--- src/rtl/timer8_map.vh ---
// Register map, field positions, reset values and codes of the 8-bit timer channel.
// Assumes a Wishbone word bus: byte address = word index * 4.
`ifndef TIMER8_MAP_VH
`define TIMER8_MAP_VH

// ----------------------------------------
// Word indices of the registers
// ----------------------------------------
`define MAP_CTRL_IDX 6'h00
`define MAP_MATCH_IDX 6'h01
`define MAP_DUTY_IDX 6'h02
`define MAP_COUNT_IDX 6'h03
`define MAP_IRQ_STAT_IDX 6'h04
`define MAP_IRQ_MASK_IDX 6'h05

// ----------------------------------------
// Channel control register fields
// ----------------------------------------
`define MAP_CTRL_MODE_LSB 0
`define MAP_CTRL_MODE_MSB 1
`define MAP_CTRL_RUN_BIT 3
`define MAP_CTRL_CLK_LSB 4
`define MAP_CTRL_CLK_MSB 6
`define MAP_CTRL_FF_BIT 7
`define MAP_CTRL_SLOW_BIT 8

// ----------------------------------------
// Operating modes
// ----------------------------------------
`define MAP_MODE_EVENT 2'h0
`define MAP_MODE_DIVIDER 2'h1
`define MAP_MODE_PWM 2'h2

// ----------------------------------------
// Source clock selects
// ----------------------------------------
`define MAP_CLK_DIV2048 3'h0
`define MAP_CLK_DIV128 3'h1
`define MAP_CLK_DIV32 3'h2
`define MAP_CLK_DIV8 3'h3
`define MAP_CLK_LOW 3'h4
`define MAP_CLK_DIV2 3'h5
`define MAP_CLK_FULL 3'h6

// Prescaler tap exponents
`define MAP_TAP_11 4'hb
`define MAP_TAP_7 4'h7
`define MAP_TAP_5 4'h5
`define MAP_TAP_3 4'h3
`define MAP_TAP_1 4'h1
`define MAP_LOW_DIV_LAST 3'h7

// ----------------------------------------
// Reset values and interrupt bits
// ----------------------------------------
`define MAP_CTRL_RST 9'h000
`define MAP_MATCH_RST 8'h00
`define MAP_DUTY_RST 8'h00
`define MAP_CNT_LAST 8'hff
`define MAP_IRQ_MATCH_BIT 0
`define MAP_IRQ_DUTY_BIT 1

`endif

--- src/rtl/timer8_event_divider_pwm.v ---
// One 8-bit timer channel: event counter, divider output and PWM modes.
// Assumes a classic Wishbone master on clk_sys; pins come in asynchronously.
// Functional notes
// RULE_01 - Event mode counts synchronised falling input edges
// RULE_02 - Event match: interrupt, clear counter, keep counting
// RULE_03 - Event input levels last two machine cycles
// RULE_04 - Software keeps flip-flop bit zero in event mode
// RULE_05 - Match value register takes writes immediately
// RULE_06 - Divider match: toggle flip-flop, clear, interrupt
// RULE_07 - Divider pin drives inverted flip-flop
// RULE_08 - Control write loads flip-flop; reset clears it
// RULE_09 - Stopped output holds; flip-flop changes later
// RULE_10 - Run bit three, flip-flop bit seven
// RULE_11 - PWM duty match toggles flip-flop, keeps counting
// RULE_12 - PWM overflow: toggle, clear, interrupt
// RULE_13 - PWM pin drives inverted flip-flop
// RULE_14 - Duty staged; transfers on interrupt or stopped
// RULE_15 - Duty read returns staged value
// RULE_16 - Software writes duty right after interrupt
// RULE_17 - Software sets port latch for timer output
// RULE_18 - Software stops PWM before stop mode
// RULE_19 - Prescaler taps select source clock
//
// Our own choices: the placing of the registers and register access over Wishbone.
`timescale 1ns/100ps
`default_nettype none
`include "timer8_map.vh"

module timer8_event_divider_pwm (
  input wire clk_sys,
  input wire sys_rst,
  input wire wb_cyc_i,
  input wire wb_stb_i,
  input wire wb_we_i,
  input wire [7:0] wb_adr_i,
  input wire [3:0] wb_sel_i,
  input wire [31:0] wb_dat_i,
  output wire [31:0] wb_dat_o,
  output wire wb_ack_o,
  input wire event_in_pin,
  input wire low_freq_clock,
  output wire divider_out_pin_n,
  output wire pwm_out_pin_n,
  output wire pulse_gen_pin_n,
  output wire timer_match_irq
);

  // ----------------------------------------
  // Helper functions
  // ----------------------------------------
  // True when the low n prescaler bits are all ones
  function tap_hit;
    input [10:0] pre;
    input [3:0] n;
    reg [10:0] m;
    begin
      m = ~(11'h7ff << n);
      tap_hit = ((pre & m) == m);
    end
  endfunction
  // Word decode against a register index
  function reg_hit;
    input [7:0] adr;
    input [5:0] idx;
    begin
      reg_hit = (adr[7:2] == idx);
    end
  endfunction

  // ----------------------------------------
  // Declarations
  // ----------------------------------------
  reg ack_q; // Wishbone acknowledge
  reg [31:0] dat_q; // Registered read data
  reg [31:0] rd_d; // Read mux
  reg [8:0] ctrl_q; // Channel control register
  reg [7:0] match_q; // Match value register, unbuffered
  reg [7:0] duty_stage_q; // Duty staging stage
  reg [7:0] duty_act_q, duty_act_d; // Active duty compare and its next value
  reg [7:0] cnt_q, cnt_d; // Up-counter and its next value
  reg ff_q, ff_d; // Output flip-flop and its next value
  reg pin_q; // Registered inverted flip-flop
  reg [10:0] pre_q; // Free-running prescaler on clk_sys
  reg [2:0] low_div_q; // Divider for the slow clock
  reg [1:0] irq_stat_q, irq_mask_q; // Sticky interrupt status and its mask
  reg src_tick, match_evt, duty_evt; // Source tick, match or overflow, duty compare
  wire req, wr, wr_ctrl, wr_ctrl_hi, wr_match, wr_duty, wr_stat, wr_mask; // Bus decode
  wire run, slow_prescale_select, ev_fall, low_rise, low_tick; // Control and ticks
  wire [1:0] mode, irq_set; // Operating mode, interrupt events
  wire [2:0] clk_sel; // Source clock select
  wire [7:0] cnt_inc; // Counter plus one

  // ----------------------------------------
  // Pin synchronisers
  // ----------------------------------------
  // RULE_03 - filter needs stable levels
  pin_edge_sync #(.RESET_LEVEL(1'b1)) u_event_sync (
    .clk_sys(clk_sys),
    .sys_rst(sys_rst),
    .pin_in(event_in_pin),
    .level(),
    .fall_pulse(ev_fall),
    .rise_pulse()
  );

  // Slow clock is sampled like any pin; only its rising edges matter
  pin_edge_sync #(.RESET_LEVEL(1'b0)) u_low_sync (
    .clk_sys(clk_sys),
    .sys_rst(sys_rst),
    .pin_in(low_freq_clock),
    .level(),
    .fall_pulse(),
    .rise_pulse(low_rise)
  );

  // ----------------------------------------
  // Wishbone slave
  // ----------------------------------------
  assign req = wb_cyc_i & wb_stb_i;
  // Writes commit on the edge where the master sees ack
  assign wr = req & wb_we_i & ack_q;
  assign wr_ctrl = wr & wb_sel_i[0] & reg_hit(wb_adr_i, `MAP_CTRL_IDX);
  assign wr_ctrl_hi = wr & wb_sel_i[1] & reg_hit(wb_adr_i, `MAP_CTRL_IDX);
  // RULE_05 - immediate match write
  assign wr_match = wr & wb_sel_i[0] & reg_hit(wb_adr_i, `MAP_MATCH_IDX);
  assign wr_duty = wr & wb_sel_i[0] & reg_hit(wb_adr_i, `MAP_DUTY_IDX);
  assign wr_stat = wr & wb_sel_i[0] & reg_hit(wb_adr_i, `MAP_IRQ_STAT_IDX);
  assign wr_mask = wr & wb_sel_i[0] & reg_hit(wb_adr_i, `MAP_IRQ_MASK_IDX);

  // Read mux; unmapped words read as zero and still acknowledge
  always @* begin
    rd_d = 32'h0000_0000;
    if (reg_hit(wb_adr_i, `MAP_CTRL_IDX)) begin
      rd_d[8:0] = {ctrl_q[8], ff_q, ctrl_q[6:3], 1'b0, ctrl_q[1:0]};
    end else if (reg_hit(wb_adr_i, `MAP_MATCH_IDX)) begin
      rd_d[7:0] = match_q;
    end else if (reg_hit(wb_adr_i, `MAP_DUTY_IDX)) begin
      // RULE_15 - read staging stage
      rd_d[7:0] = duty_stage_q;
    end else if (reg_hit(wb_adr_i, `MAP_COUNT_IDX)) begin
      rd_d[7:0] = cnt_q;
    end else if (reg_hit(wb_adr_i, `MAP_IRQ_STAT_IDX)) begin
      rd_d[1:0] = irq_stat_q;
    end else if (reg_hit(wb_adr_i, `MAP_IRQ_MASK_IDX)) begin
      rd_d[1:0] = irq_mask_q;
    end
  end

  // Ack one cycle after the request, dropped the cycle after
  always @(posedge clk_sys or posedge sys_rst) begin
    if (sys_rst) begin
      ack_q <= 1'b0;
      dat_q <= 32'h0000_0000;
    end else begin
      ack_q <= req & ~ack_q;
      if (req & ~ack_q) begin
        dat_q <= rd_d;
      end
    end
  end

  assign wb_ack_o = ack_q;
  assign wb_dat_o = dat_q;

  // ----------------------------------------
  // Control fields
  // ----------------------------------------
  // RULE_10 - run and flip-flop positions
  assign run = ctrl_q[`MAP_CTRL_RUN_BIT];
  assign mode = ctrl_q[`MAP_CTRL_MODE_MSB:`MAP_CTRL_MODE_LSB];
  assign clk_sel = ctrl_q[`MAP_CTRL_CLK_MSB:`MAP_CTRL_CLK_LSB];
  assign slow_prescale_select = ctrl_q[`MAP_CTRL_SLOW_BIT];

  // Control register, bit 7 is not stored here but in ff_q
  always @(posedge clk_sys or posedge sys_rst) begin
    if (sys_rst) begin
      ctrl_q <= `MAP_CTRL_RST;
      match_q <= `MAP_MATCH_RST;
    end else begin
      if (wr_ctrl) begin
        ctrl_q[6:0] <= {wb_dat_i[6:3], 1'b0, wb_dat_i[1:0]};
      end
      if (wr_ctrl_hi) begin
        ctrl_q[8] <= wb_dat_i[8];
      end
      if (wr_match) begin
        match_q <= wb_dat_i[7:0];
      end
    end
  end

  // ----------------------------------------
  // Prescaler and source clock
  // ----------------------------------------
  assign low_tick = low_rise & (low_div_q == `MAP_LOW_DIV_LAST);
  // Prescaler and slow divider; the slow divider steps on synchronised rises
  always @(posedge clk_sys or posedge sys_rst) begin
    if (sys_rst) begin
      pre_q <= 11'h000;
      low_div_q <= 3'h0;
    end else begin
      pre_q <= pre_q + 11'h001;
      low_div_q <= low_div_q + {2'h0, low_rise};
    end
  end

  // RULE_19 - source clock tap select
  always @* begin
    src_tick = 1'b0;
    if (mode == `MAP_MODE_EVENT) begin
      // RULE_01 - count falling edges
      src_tick = ev_fall;
    end else begin
      case (clk_sel)
        `MAP_CLK_DIV2048: src_tick = slow_prescale_select ? low_tick :
                                     tap_hit(pre_q, `MAP_TAP_11);
        `MAP_CLK_DIV128: src_tick = tap_hit(pre_q, `MAP_TAP_7);
        `MAP_CLK_DIV32: src_tick = tap_hit(pre_q, `MAP_TAP_5);
        `MAP_CLK_DIV8: src_tick = tap_hit(pre_q, `MAP_TAP_3);
        // Slow-clock, clk/2 and full-clock sources exist only for PWM
        `MAP_CLK_LOW: src_tick = (mode == `MAP_MODE_PWM) & low_rise;
        `MAP_CLK_DIV2: src_tick = (mode == `MAP_MODE_PWM) & tap_hit(pre_q, `MAP_TAP_1);
        `MAP_CLK_FULL: src_tick = (mode == `MAP_MODE_PWM);
        default: src_tick = 1'b0;
      endcase
    end
  end

  // ----------------------------------------
  // Counter and output flip-flop
  // ----------------------------------------
  assign cnt_inc = cnt_q + 8'h01;

  // Next counter, flip-flop and events
  always @* begin
    cnt_d = cnt_q;
    ff_d = ff_q;
    match_evt = 1'b0;
    duty_evt = 1'b0;
    if (!run) begin
      // Stopped: counter cleared, flip-flop and pins hold unless a control write loads ff_q below
      cnt_d = 8'h00;
    end else if (src_tick) begin
      case (mode)
        `MAP_MODE_EVENT, `MAP_MODE_DIVIDER: begin
          // RULE_02 - match clears and interrupts
          if (cnt_inc == match_q) begin
            cnt_d = 8'h00;
            match_evt = 1'b1;
            // RULE_06 - divider toggles on match
            ff_d = (mode == `MAP_MODE_DIVIDER) ? ~ff_q : ff_q;
          end else begin
            cnt_d = cnt_inc;
          end
        end
        `MAP_MODE_PWM: begin
          if (cnt_q == `MAP_CNT_LAST) begin
            // RULE_12 - overflow toggles and clears
            cnt_d = 8'h00;
            ff_d = ~ff_q;
            match_evt = 1'b1;
          end else begin
            cnt_d = cnt_inc;
            // RULE_11 - duty compare toggles
            if (cnt_inc == duty_act_q) begin
              ff_d = ~ff_q;
              duty_evt = 1'b1;
            end
          end
        end
        default: cnt_d = cnt_q;
      endcase
    end
    // RULE_08 - software loads flip-flop
    // RULE_09 - only while already stopped
    // The write that stops the timer leaves ff_q alone, so the pin holds
    if (wr_ctrl & ~run) begin
      ff_d = wb_dat_i[`MAP_CTRL_FF_BIT];
    end
  end

  // RULE_14 - staged duty transfer
  // RULE_16 - coincident write loses to transfer
  always @* begin
    duty_act_d = duty_act_q;
    if (!run) begin
      duty_act_d = wr_duty ? wb_dat_i[7:0] : duty_stage_q;
    end else if (match_evt & (mode == `MAP_MODE_PWM)) begin
      duty_act_d = duty_stage_q;
    end
  end

  // Counter, flip-flop, duty and pin registers
  always @(posedge clk_sys or posedge sys_rst) begin
    if (sys_rst) begin
      cnt_q <= 8'h00;
      ff_q <= 1'b0;
      pin_q <= 1'b1;
      duty_stage_q <= `MAP_DUTY_RST;
      duty_act_q <= `MAP_DUTY_RST;
    end else begin
      cnt_q <= cnt_d;
      ff_q <= ff_d;
      // RULE_07 - divider pin inverted
      // RULE_13 - PWM pin inverted
      pin_q <= ~ff_d;
      if (wr_duty) begin
        duty_stage_q <= wb_dat_i[7:0];
      end
      duty_act_q <= duty_act_d;
    end
  end

  // All timer pins share the flip-flop, hence the zero-flip-flop advice
  assign divider_out_pin_n = pin_q;
  assign pwm_out_pin_n = pin_q;
  assign pulse_gen_pin_n = pin_q;

  // ----------------------------------------
  // Interrupt status and mask
  // ----------------------------------------
  assign irq_set = {duty_evt, match_evt};

  // Set wins over a write-one clear in the same cycle
  always @(posedge clk_sys or posedge sys_rst) begin
    if (sys_rst) begin
      irq_stat_q <= 2'h0;
      irq_mask_q <= 2'h0;
    end else begin
      irq_stat_q <= (irq_stat_q & ~(wr_stat ? wb_dat_i[1:0] : 2'h0)) | irq_set;
      if (wr_mask) begin
        irq_mask_q <= wb_dat_i[1:0];
      end
    end
  end

  assign timer_match_irq = |(irq_stat_q & irq_mask_q);
endmodule

`default_nettype wire

--- src/rtl/pin_edge_sync.v ---
// Three-flop input synchroniser with falling and rising edge pulses.
// Assumes the input is asynchronous to clk_sys and idles at RESET_LEVEL.
`timescale 1ns/100ps
`default_nettype none

module pin_edge_sync #(
  parameter RESET_LEVEL = 1'b1
) (
  input wire clk_sys,
  input wire sys_rst,
  input wire pin_in,
  output wire level,
  output wire fall_pulse,
  output wire rise_pulse
);

  reg s1_q; // First stage, read only by s2_q
  reg s2_q; // Second stage
  reg s3_q; // Third stage
  reg level_q; // Accepted level
  reg fall_q; // One-cycle falling pulse
  reg rise_q; // One-cycle rising pulse
  wire agree;

  // ----------------------------------------
  // Synchroniser and filter
  // ----------------------------------------
  assign agree = (s2_q == s3_q);

  // A change counts only once stages two and three agree
  always @(posedge clk_sys or posedge sys_rst) begin
    if (sys_rst) begin
      s1_q <= RESET_LEVEL;
      s2_q <= RESET_LEVEL;
      s3_q <= RESET_LEVEL;
      level_q <= RESET_LEVEL;
      fall_q <= 1'b0;
      rise_q <= 1'b0;
    end else begin
      s1_q <= pin_in;
      s2_q <= s1_q;
      s3_q <= s2_q;
      fall_q <= agree & level_q & ~s3_q;
      rise_q <= agree & ~level_q & s3_q;
      if (agree) begin
        level_q <= s3_q;
      end
    end
  end

  assign level = level_q;
  assign fall_pulse = fall_q;
  assign rise_pulse = rise_q;

endmodule

`default_nettype wire

--- config.mk ---
export PLATFORM = sky130hd
export DESIGN_NAME = timer8_event_divider_pwm
export DESIGN_NICKNAME = d
export VERILOG_FILES = /design/src/rtl/timer8_event_divider_pwm.v /design/src/rtl/pin_edge_sync.v
export VERILOG_INCLUDE_DIRS = /design/src /design/src/rtl
export SDC_FILE = /design/constraint.sdc
export NUM_CORES = 1
export LEC_CHECK = 0
export BUFFER_PORTS_ARGS = -buffer_cell sky130_fd_sc_hd__buf_2
export CAP_MARGIN = 10
export CORE_ASPECT_RATIO = 0.6
export CORE_MARGIN = 2
export CORE_UTILIZATION = 50
export DETAILED_ROUTE_END_ITERATION = 7
export GPL_ROUTABILITY_DRIVEN = 1
export HOLD_SLACK_MARGIN = 0.12
export PLACE_DENSITY = 0.83
export SETUP_SLACK_MARGIN = 0.02
export SKIP_CTS_REPAIR_TIMING = 1
export SLEW_MARGIN = 5
export SYNTH_ARGS = -nofsm -noshare
export SYNTH_HDL_FRONTEND = slang
export SYNTH_SLANG_ARGS = --single-unit
--- constraint.sdc ---
create_clock -name clk_sys -period 3.11 [get_ports clk_sys]
set_input_delay 0.311 -clock clk_sys [delete_from_list [all_inputs] [get_ports clk_sys]]
set_output_delay 0.311 -clock clk_sys [all_outputs]
set_load 0.05 [all_outputs]
==> results.json, run 1 <==
{
  "worst-slew-pin-transition_ns": 0.694,
  "yosysMostFrequentCell": "dfrtp_1",
  "startpoint_type": "flop",
  "worstSetupPathType": "reg2reg",
  "grt_max_degree": 41,
  "initial_utilization": 0.517,
  "die_h_um": 76.7,
  "pin_count": 88,
  "switchingPower_mw": 0.561,
  "status": "completed",
  "ff2ff_path_depth": 8,
  "tritoncts": "done",
  "core.rowCount": 26,
  "min_from": "wb_dat_i[8]",
  "async_flop_share": 1.00,
  "die_w_um": 125,
  "rsz0062_at_grt": "no",
  "hpwlAfterDp_mm": 7.45,
  "dp.cells": 548,
  "diodes": 0,
  "cts_buffers": 9,
  "yosysWarnings": 0,
  "drc": 0,
  "layout_setup_ws_ns": 0.328,
  "cts_buffer_depth": 2,
  "ys.flop_type": "dfrtp_1",
  "cp-end-kind": "flop",
  "grt_pass1_wl_mm": 16.8,
  "avgSynthCellArea_um2": 10.6,
  "synth_top_area_cell": "dfrtp_1",
  "timing.rr.start": "cnt_q[0]",
  "nNetsFinal": 507,
  "min_path_cells": 2,
  "power_density_nw_per_um2": 455,
  "fin_setup_tns_ns": 0,
  "synthDistinctLibCells": 68,
  "required_ns": 3.33,
  "seqPwrFrac": 0.493,
  "cp_data_arrival_time_ns": 3.00,
  "p_leak_nw": 2.23,
  "finalHoldViolCount": 0,
  "htreeDepth": 3,
  "drv_slew": 0,
  "place_ws_ns": 0.420,
  "wl_per_cell_um": 17.6,
  "synth_seq_area_share": 0.450,
  "synth_commonest_cells": "dfrtp_1, nand2_1, mux2_2, buf_4, nor2_1",
  "root_buffer": "clkbuf_16",
  "syn_inst": 416,
  "max_cap_viol_count": 0,
  "p_clk_frac": 0.432,
  "ys_ff_latch": 79,
  "min_period_over_period": 0.895,
  "cts.clk_slew.worst_paths_ns": 0.06,
  "setup_viol": 0,
  "gp_congestion": 0.989,
  "synth.area.top_cells": "dfrtp_1, mux2_2, buf_4",
  "wl_mm": 10.0,
  "skew_ns": 0.00730,
  "cts.sinks": 79,
  "p_int_mw": 1.64,
  "min_to": "slow_prescale_select",
  "post-route-util": 0.567,
  "worstSkewPairLatency_ns": 0.35,
  "vias": 3294,
  "ff2ff_setup_slack_ns": 0.33,
  "place_area_um2": 4540,
  "relSlewSlack": 0.537,
  "pwr-share-comb": 0.075,
  "grt_pass1_vias": 3290,
  "p_sw_frac": 0.255,
  "drive_gt1_frac": 0.246,
  "synth-edff-count": 0,
  "grt_use_total": 0.223,
  "worstHoldPathType": "in2reg",
  "finalCriticalPeriod_ns": 2.78,
  "syn2layout_area_growth_pct": 9.83,
  "dieArea_um2": 9600,
  "ant_nets": 0,
  "avgViaCountPerCell": 5.81,
  "vdd_drop_max_uv": 397,
  "finalInstanceArea_um2": 4840,
  "critPathMaxFanout": 8,
  "final_cells": 567,
  "max_clock_freq_mhz": 359,
  "synth_top_cell_area_share": 0.421,
  "drt_iter0_drc": 227,
  "portBuffers": 37,
  "grt_antenna_before_repair": 0,
  "core_area_um2": 8520,
  "firstDrtPassIters": 5,
  "synth_area_um2": 4400,
  "grt-ovfl-total": 0
}
layer usage:
metal,vias up,track usage,part of all wire
met5,-,0,0
met4,0,0.0822,0.012
met3,15,0.0796,0.096
met2,145,0.308,0.42
met1,1623,0.323,0.47
li1,1511,-,-
power by group through the flow:
stage          clock network (mW)  registers, mW  logic [mW]
2_1_floorplan                   0           1.10       0.143
3_3_place_gp                    0           1.10       0.159
3_5_place_dp                    0           1.10       0.163
4_1_cts                     0.964           1.09       0.163
5_1_grt                      1.01           1.09       0.182
6_report                    0.950           1.09       0.165
critical path, stage by stage, from the launching register on:
cell and delay (ns):
dfrtp_1 0.51, ha_1 0.42, nand3_1 0.24, a21oi_1 0.22, o32ai_1 0.13, nor4_1 0.42, a31oi_1 0.18, mux2i_1 0.17
or3_1 0.37
registers in the layout, indices dropped and copies added (netlist names), 2 cells and up, named ones only:
register	cells
clk_sel	3
cnt_q	8
ctrl_q	3
duty_act_q	8
duty_stage_q	8
irq_mask_q	2
irq_stat_q	2
low_div_q	3
match_q	8
pre_q	11
wb_dat_o	9
cell families after synthesis:
logic type	Yosys count	share of synthesized area
AOI/OAI and AO/OA	74	0.113
xor gates and xnor gates	24	0.0477
adders and majority gates	8	0.0216
buffers and inverters	58	0.0850
DFF	79	0.450
muxes	46	0.127
other	1	0.000852
and+or+nand+nor	126	0.155
worst max-delay path by stage:
stage	slack, ns	start	depth (start not counted)	endpoint
finish	0.33	cnt_q[0]	8	flop
global placement	0.41	cnt_q[0]	9	flop
global route	0.18	cnt_q[0]	9	flop
detailed placement	0.42	cnt_q[0]	9	flop
CTS	0.38	cnt_q[0]	9	flop
floorplan	0.75	cnt_q[1]	10	flop
cell usage in the layout, fill, tap and decap left out, types with 14 or more instances in the layout:
| cell | instances |
|---|---|
| xnor2_1 | 15 |
| nand2_1 | 36 |
| nand3_1 | 14 |
| buf_2 | 37 |
| o21ai_0 | 17 |
| mux2_2 | 29 |
| nor2_1 | 21 |
| dfrtp_1 | 74 |
| conb_1 | 23 |
| a21oi_1 | 20 |
per-stage QoR:
step                hold WS [ns]  power (mW)
finish                     0.211        2.20
global route               0.213        2.28
CTS                       0.0584        2.21
detailed placement         0.341        1.27
global placement           0.333        1.26
floorplan                  0.315        1.24
area by class of cell:
class	instances	area [µm²]
Tap cell	112	140
Sequential cell	79	1980
Multi-Input combinational cell	301	2130
Inverter	13	50.0
Timing Repair Buffer	46	260
Clock buffer	10	229
Fill cell	718	3690
Clock inverter	6	38.8
Note: power is estimated with default switching activity, not from simulation.
==> run 2, diff against run 1 <==
--- a/config.mk
+++ b/config.mk
@@ -14,7 +14,7 @@
 export DETAILED_ROUTE_END_ITERATION = 7
 export GPL_ROUTABILITY_DRIVEN = 1
 export HOLD_SLACK_MARGIN = 0.12
-export PLACE_DENSITY = 0.83
+export PLACE_DENSITY = 0.85
 export SETUP_SLACK_MARGIN = 0.02
 export SKIP_CTS_REPAIR_TIMING = 1
 export SLEW_MARGIN = 5
==> constraint.sdc (replaced) <==
create_clock -name clk_sys -period 2.5 [get_ports clk_sys]
set_input_delay 0.25 -clock clk_sys [delete_from_list [all_inputs] [get_ports clk_sys]]
set_output_delay 0.25 -clock clk_sys [all_outputs]
set_load 0.05 [all_outputs]
==> run 2 against run 1 <==
  * Final cell count up 3.4%
  * Clock power up 51%
  * Combinational power grew 30%
  * Critical path depth up 2
  * Die area did not move
  * Sequential share of layout area is 2.7 points lower
  * Flip-flop and latch count unchanged
  * Non-clock buffer count rose by 19
  * Register-to-register slack worse by 0.32 ns
  * Clock skew down 0.0021 ns
  * Maximum frequency up 11%
  * Wire length increased by 10%
  * Critical path type unchanged
==> results.json, run 2 (same netlist as run 1, synthesis figures left out) <==
{
  "status": "completed",
  "crit_chain": "ha_2 -> buf_4 -> ha_1 -> mux2i_4 -> o32ai_4 -> a31oi_4 -> a21oi_2 -> nand3b_1 -> mux2i_1 -> or3_1",
  "skew_ns": 0.00524,
  "largest-register": "pre_q",
  "p_leak_nw": 2.36,
  "die_w_um": 125,
  "cpPeakStageDelay_ns": 0.41,
  "cp_slowest_cell": "dfrtp_1",
  "diodes": 0,
  "max_cap_viol_count": 0,
  "power_density_nw_per_um2": 577,
  "wl_mm": 11.0,
  "required_ns": 2.72,
  "tritoncts": "done",
  "ff2ff_setup_slack_ns": 0.005,
  "drv_slew": 0,
  "relSlewSlack": 0.494,
  "htreeDepth": 3,
  "drive_gt1_frac": 0.316,
  "cts.sinks": 79,
  "vdd_drop_max_uv": 412,
  "root_buffer": "clkbuf_16",
  "dp.cells": 559,
  "drt_iter0_drc": 394,
  "firstDrtPassIters": 5,
  "cp-end-kind": "flop",
  "initial_utilization": 0.517,
  "avgViaCountPerCell": 5.90,
  "grt_max_degree": 44,
  "wl_per_cell_um": 18.8,
  "layout_commonest_cell": "dfrtp_1",
  "max_clock_freq_mhz": 401,
  "cts_buffer_depth": 2,
  "startpoint_type": "flop",
  "grt-ovfl-total": 0,
  "largest_reg_flops": 11,
  "grt_antenna_before_repair": 0,
  "routed.top_layer": "met4",
  "cts.clk_slew.worst_paths_ns": 0.06,
  "min_from": "wb_dat_i[8]",
  "min_path_cells": 2,
  "ff2ff_path_depth": 10,
  "nNetsFinal": 526,
  "path_buf_inv": 1,
  "post-route-util": 0.608,
  "pin_count": 88,
  "core_area_um2": 8520,
  "worstSkewPairLatency_ns": 0.35,
  "core.rowCount": 26,
  "grt_pass1_vias": 3277,
  "final_cells": 586,
  "gp_congestion": 0.935,
  "grt_use_total": 0.221,
  "dieArea_um2": 9600,
  "min_to": "slow_prescale_select",
  "finalCriticalPeriod_ns": 2.50,
  "die_h_um": 76.7,
  "route.met3.wl_mm": 1.14,
  "drc": 0,
  "wl_met1_mm": 4.81,
  "cp_data_arrival_time_ns": 2.72,
  "finalHoldViolCount": 0,
  "ant_nets": 0,
  "final_cell_mix": "dfrtp_1, buf_2, nand2_1",
  "critPathTopFamily": "simple AND/OR/NAND/NOR gates",
  "timing.rr.start": "pre_q[0]",
  "setup_viol": 0,
  "portBuffers": 37,
  "min_period_over_period": 0.998,
  "cts_buffers": 9,
  "syn2layout_area_growth_pct": 17.7,
  "worst-slew-pin-transition_ns": 0.758,
  "worstHoldPathType": "in2reg",
  "grt_pass1_wl_mm": 16.5,
  "wl_met2_mm": 4.90,
  "hpwlAfterDp_mm": 7.49,
  "vias": 3456,
  "critPathMaxFanout": 5,
  "worstSetupPathType": "reg2reg"
}
-- run 2: cell count changes in the layout (fill, tap and decap cells not counted), moves of 3 or more --
cell | previous run | this run
buf_4 | 6 | 23
mux2i_1 | 12 | 9
a21oi_1 | 20 | 16
clkinv_2 | 4 | 1
a21oi_2 | 0 | 4
-- run 2: layout make-up --
class / instances / area [µm²]
clock buffer: 10 / 229
clock inverter: 6 / 92.6
fill: 675 / 3340
inverter: 13 / 50.0
multi-input combinational: 301 / 2260
sequential: 79 / 1990
tap: 112 / 140
timing repair buffer: 65 / 428
-- run 2: worst max path at each step --
stage / depth (start not counted) / slack (ns) / end / from
after global routing: 12 / -0.08 / duty_act_q[5] / pre_q[0]
after floorplan: 10 / 0.14 / flop / cnt_q[1]
final: 10 / 0.005 / flop / pre_q[0]
after detailed placement: 9 / -0.11 / flop / cnt_q[1]
after CTS: 9 / -0.11 / flop / cnt_q[1]
after global placement: 10 / 0.06 / cnt_q[0] / pre_q[0]
-- run 2: metal layers --
| metal | vias up | global-route usage |
|---|---|---|
| li1 | 1554 | - |
| met2 | 191 | 0.318 |
| met1 | 1691 | 0.323 |
| met5 | - | 0 |
| met3 | 20 | 0.0649 |
| met4 | 0 | 0.0689 |
-- run 2: report_power, final --
group	switching [mW]	total (mW)	internal, mW
registers	0.0301	1.35	1.32
clock network	0.545	1.43	0.881
logic	0.159	0.214	0.0552
total	0.734	2.99	2.26
-- run 2: stage by stage --
step                setup TNS [ns]  instance area, µm²  setup WS (ns)  total power [mW]  hold WS, ns
floorplan                        0                4490          0.143              1.55        0.254
detailed placement          -0.233                4630         -0.113              1.58        0.336
CTS                         -0.277                4950         -0.106              3.00     -0.00802
global placement                 0                4630         0.0602              1.57        0.332
finish                           0                5180        0.00457              2.99        0.143
global route                -0.602                5180        -0.0800              3.10        0.143
==> run 3, diff against run 2 <==
--- a/config.mk
+++ b/config.mk
@@ -10,11 +10,11 @@
 export CAP_MARGIN = 10
 export CORE_ASPECT_RATIO = 0.6
 export CORE_MARGIN = 2
-export CORE_UTILIZATION = 50
+export CORE_UTILIZATION = 35
 export DETAILED_ROUTE_END_ITERATION = 7
 export GPL_ROUTABILITY_DRIVEN = 1
 export HOLD_SLACK_MARGIN = 0.12
-export PLACE_DENSITY = 0.85
+export PLACE_DENSITY = 0.66
 export SETUP_SLACK_MARGIN = 0.02
 export SKIP_CTS_REPAIR_TIMING = 1
 export SLEW_MARGIN = 5
==> run 3 against run 2 <==
  * Final cell count up 8.0%
  * Critical path type unchanged
  * Global-route usage down 6.3 points
  * Clock power down 12%
==> results.json, run 3 (same netlist as run 1, synthesis figures left out) <==
{
  "status": "completed",
  "portBuffers": 37,
  "grt-ovfl-total": 0,
  "ant_nets": 0,
  "htreeDepth": 3,
  "worst-slew-pin-transition_ns": 0.737,
  "hpwlAfterDp_mm": 7.67,
  "cp_data_arrival_time_ns": 2.61,
  "required_ns": 2.71,
  "startpoint_type": "flop",
  "rsz0062_at_grt": "no",
  "max_cap_viol_count": 0,
  "drive_gt1_frac": 0.286,
  "cts.clk_slew.worst_paths_ns": 0.06,
  "final_cell_mix": "dfrtp_1, buf_2, nand2_1",
  "die_h_um": 90.9,
  "vdd_drop_max_uv": 290,
  "die_w_um": 149,
  "crit_chain": "ha_1 -> and3_4 -> xnor2_1 -> a21oi_1 -> a2111oi_1 -> buf_4 -> a31oi_1 -> mux2i_1 -> or3_1",
  "path_buf_inv": 1,
  "wl_per_cell_um": 16.3,
  "largest-register": "pre_q",
  "cts.sinks": 79,
  "skew_ns": 0.00514,
  "core.rowCount": 31,
  "cpPeakStageDelay_ns": 0.39,
  "wl_mm": 10.3,
  "layout_commonest_cell": "dfrtp_1",
  "pin_count": 88,
  "critPathTopFamily": "simple AND/OR/NAND/NOR gates",
  "gp_congestion": 0.912,
  "nFillCells": 1165,
  "initial_utilization": 0.362,
  "root_buffer": "clkbuf_16",
  "worstSkewPairLatency_ns": 0.33,
  "largest_reg_flops": 11,
  "setup_viol": 0,
  "drt_iter0_drc": 211,
  "vias": 3247,
  "cp-end-kind": "flop",
  "finalHoldViolCount": 0,
  "worstSetupPathType": "reg2reg",
  "grt_max_degree": 74,
  "dieArea_um2": 13500,
  "grt_pass1_wl_mm": 16.5,
  "grt_use_total": 0.158,
  "critPathMaxFanout": 6,
  "nNetsFinal": 520,
  "tritoncts": "done",
  "cts_buffer_depth": 2,
  "drv_slew": 0,
  "diodes": 0,
  "totalPowerFinal_mw": 2.82,
  "drc": 0,
  "power_density_nw_per_um2": 553,
  "core_area_um2": 12200,
  "cp_slowest_cell": "a2111oi_1",
  "max_clock_freq_mhz": 416,
  "worstHoldPathType": "in2reg",
  "avgViaCountPerCell": 5.13,
  "cts_buffers": 9,
  "p_leak_nw": 2.32,
  "post-route-util": 0.419,
  "grt_antenna_before_repair": 0,
  "syn2layout_area_growth_pct": 15.8,
  "min_period_over_period": 0.962,
  "relSlewSlack": 0.506,
  "finalCriticalPeriod_ns": 2.41,
  "firstDrtPassIters": 4,
  "grt_pass1_vias": 3090
}
## run 3: cell count changes in the layout (fill, tap and decap cells not counted), moves of 2 or more
cell / delta
clkinv_4: +3
a21oi_2: -4
bufinv_16: -2
mux2i_1: +2
a21oi_1: +4
buf_4: -7
mux2i_4: -2
## run 3: routing by layer
layer | routed length, µm | GRT usage | vias to the layer above
met2 | 4310 | 0.212 | 110
met4 | 29 | 0.0357 | 0
met3 | 1060 | 0.0545 | 2
li1 | - | - | 1533
met1 | 4940 | 0.242 | 1602
met5 | 0 | 0 | -
## run 3: through the flow
| stage | hold WS, ns | instance area (µm²) | cells | TNS [ns] | worst slack [ns] |
|---|---|---|---|---|---|
| finish | 0.155 | 5100 | 633 | 0 | 0.0949 |
| global route | 0.157 | 5100 | 633 | 0 | 0.0165 |
| CTS | -0.228 | 4970 | 625 | -0.0446 | -0.0446 |
| detailed placement | 0.139 | 4680 | 609 | -0.0458 | -0.0458 |
| global placement | 0.134 | 4680 | 609 | 0 | 0.0856 |
| floorplan | 0.254 | 4490 | 438 | 0 | 0.143 |
## run 3: power by group
part | switching, mW | internal, mW
Sequential | 0.0268 | 1.32
Clock | 0.545 | 0.712
Combinational | 0.157 | 0.0539
## run 3: path summary, 6_finish.rpt
| kind | startpoint | endpoint | slack, ns | cells past startpoint |
|---|---|---|---|---|
| worst min register to register | u_event_sync.s1_q | u_event_sync.s2_q | 0.36 | 0 |
| worst max register to register | cnt_q[0] | flop | 0.09 | 9 |
| worst min-delay path | wb_dat_i[8] | slow_prescale_select | 0.15 | 2 |
| min in group asynchronous | sys_rst | u_low_sync.s2_q | 0.32 | 3 |
| max in group asynchronous | sys_rst | divider_out_pin_n | 1.55 | 4 |
| worst max-delay path | cnt_q[0] | flop | 0.09 | 9 |
## run 3: area by class of cell
| type | count | area [µm²] | share of cell area |
|---|---|---|---|
| Clock buffer | 10 | 239 | 0.0469 |
| Multi-Input combinational cell | 301 | 2180 | 0.428 |
| Tap cell | 165 | 206 | 0.0405 |
| Clock inverter | 6 | 51.3 | 0.0101 |
| Timing Repair Buffer | 59 | 387 | 0.0758 |
| Sequential cell | 79 | 1980 | 0.389 |
| Inverter | 13 | 50.0 | 0.00982 |
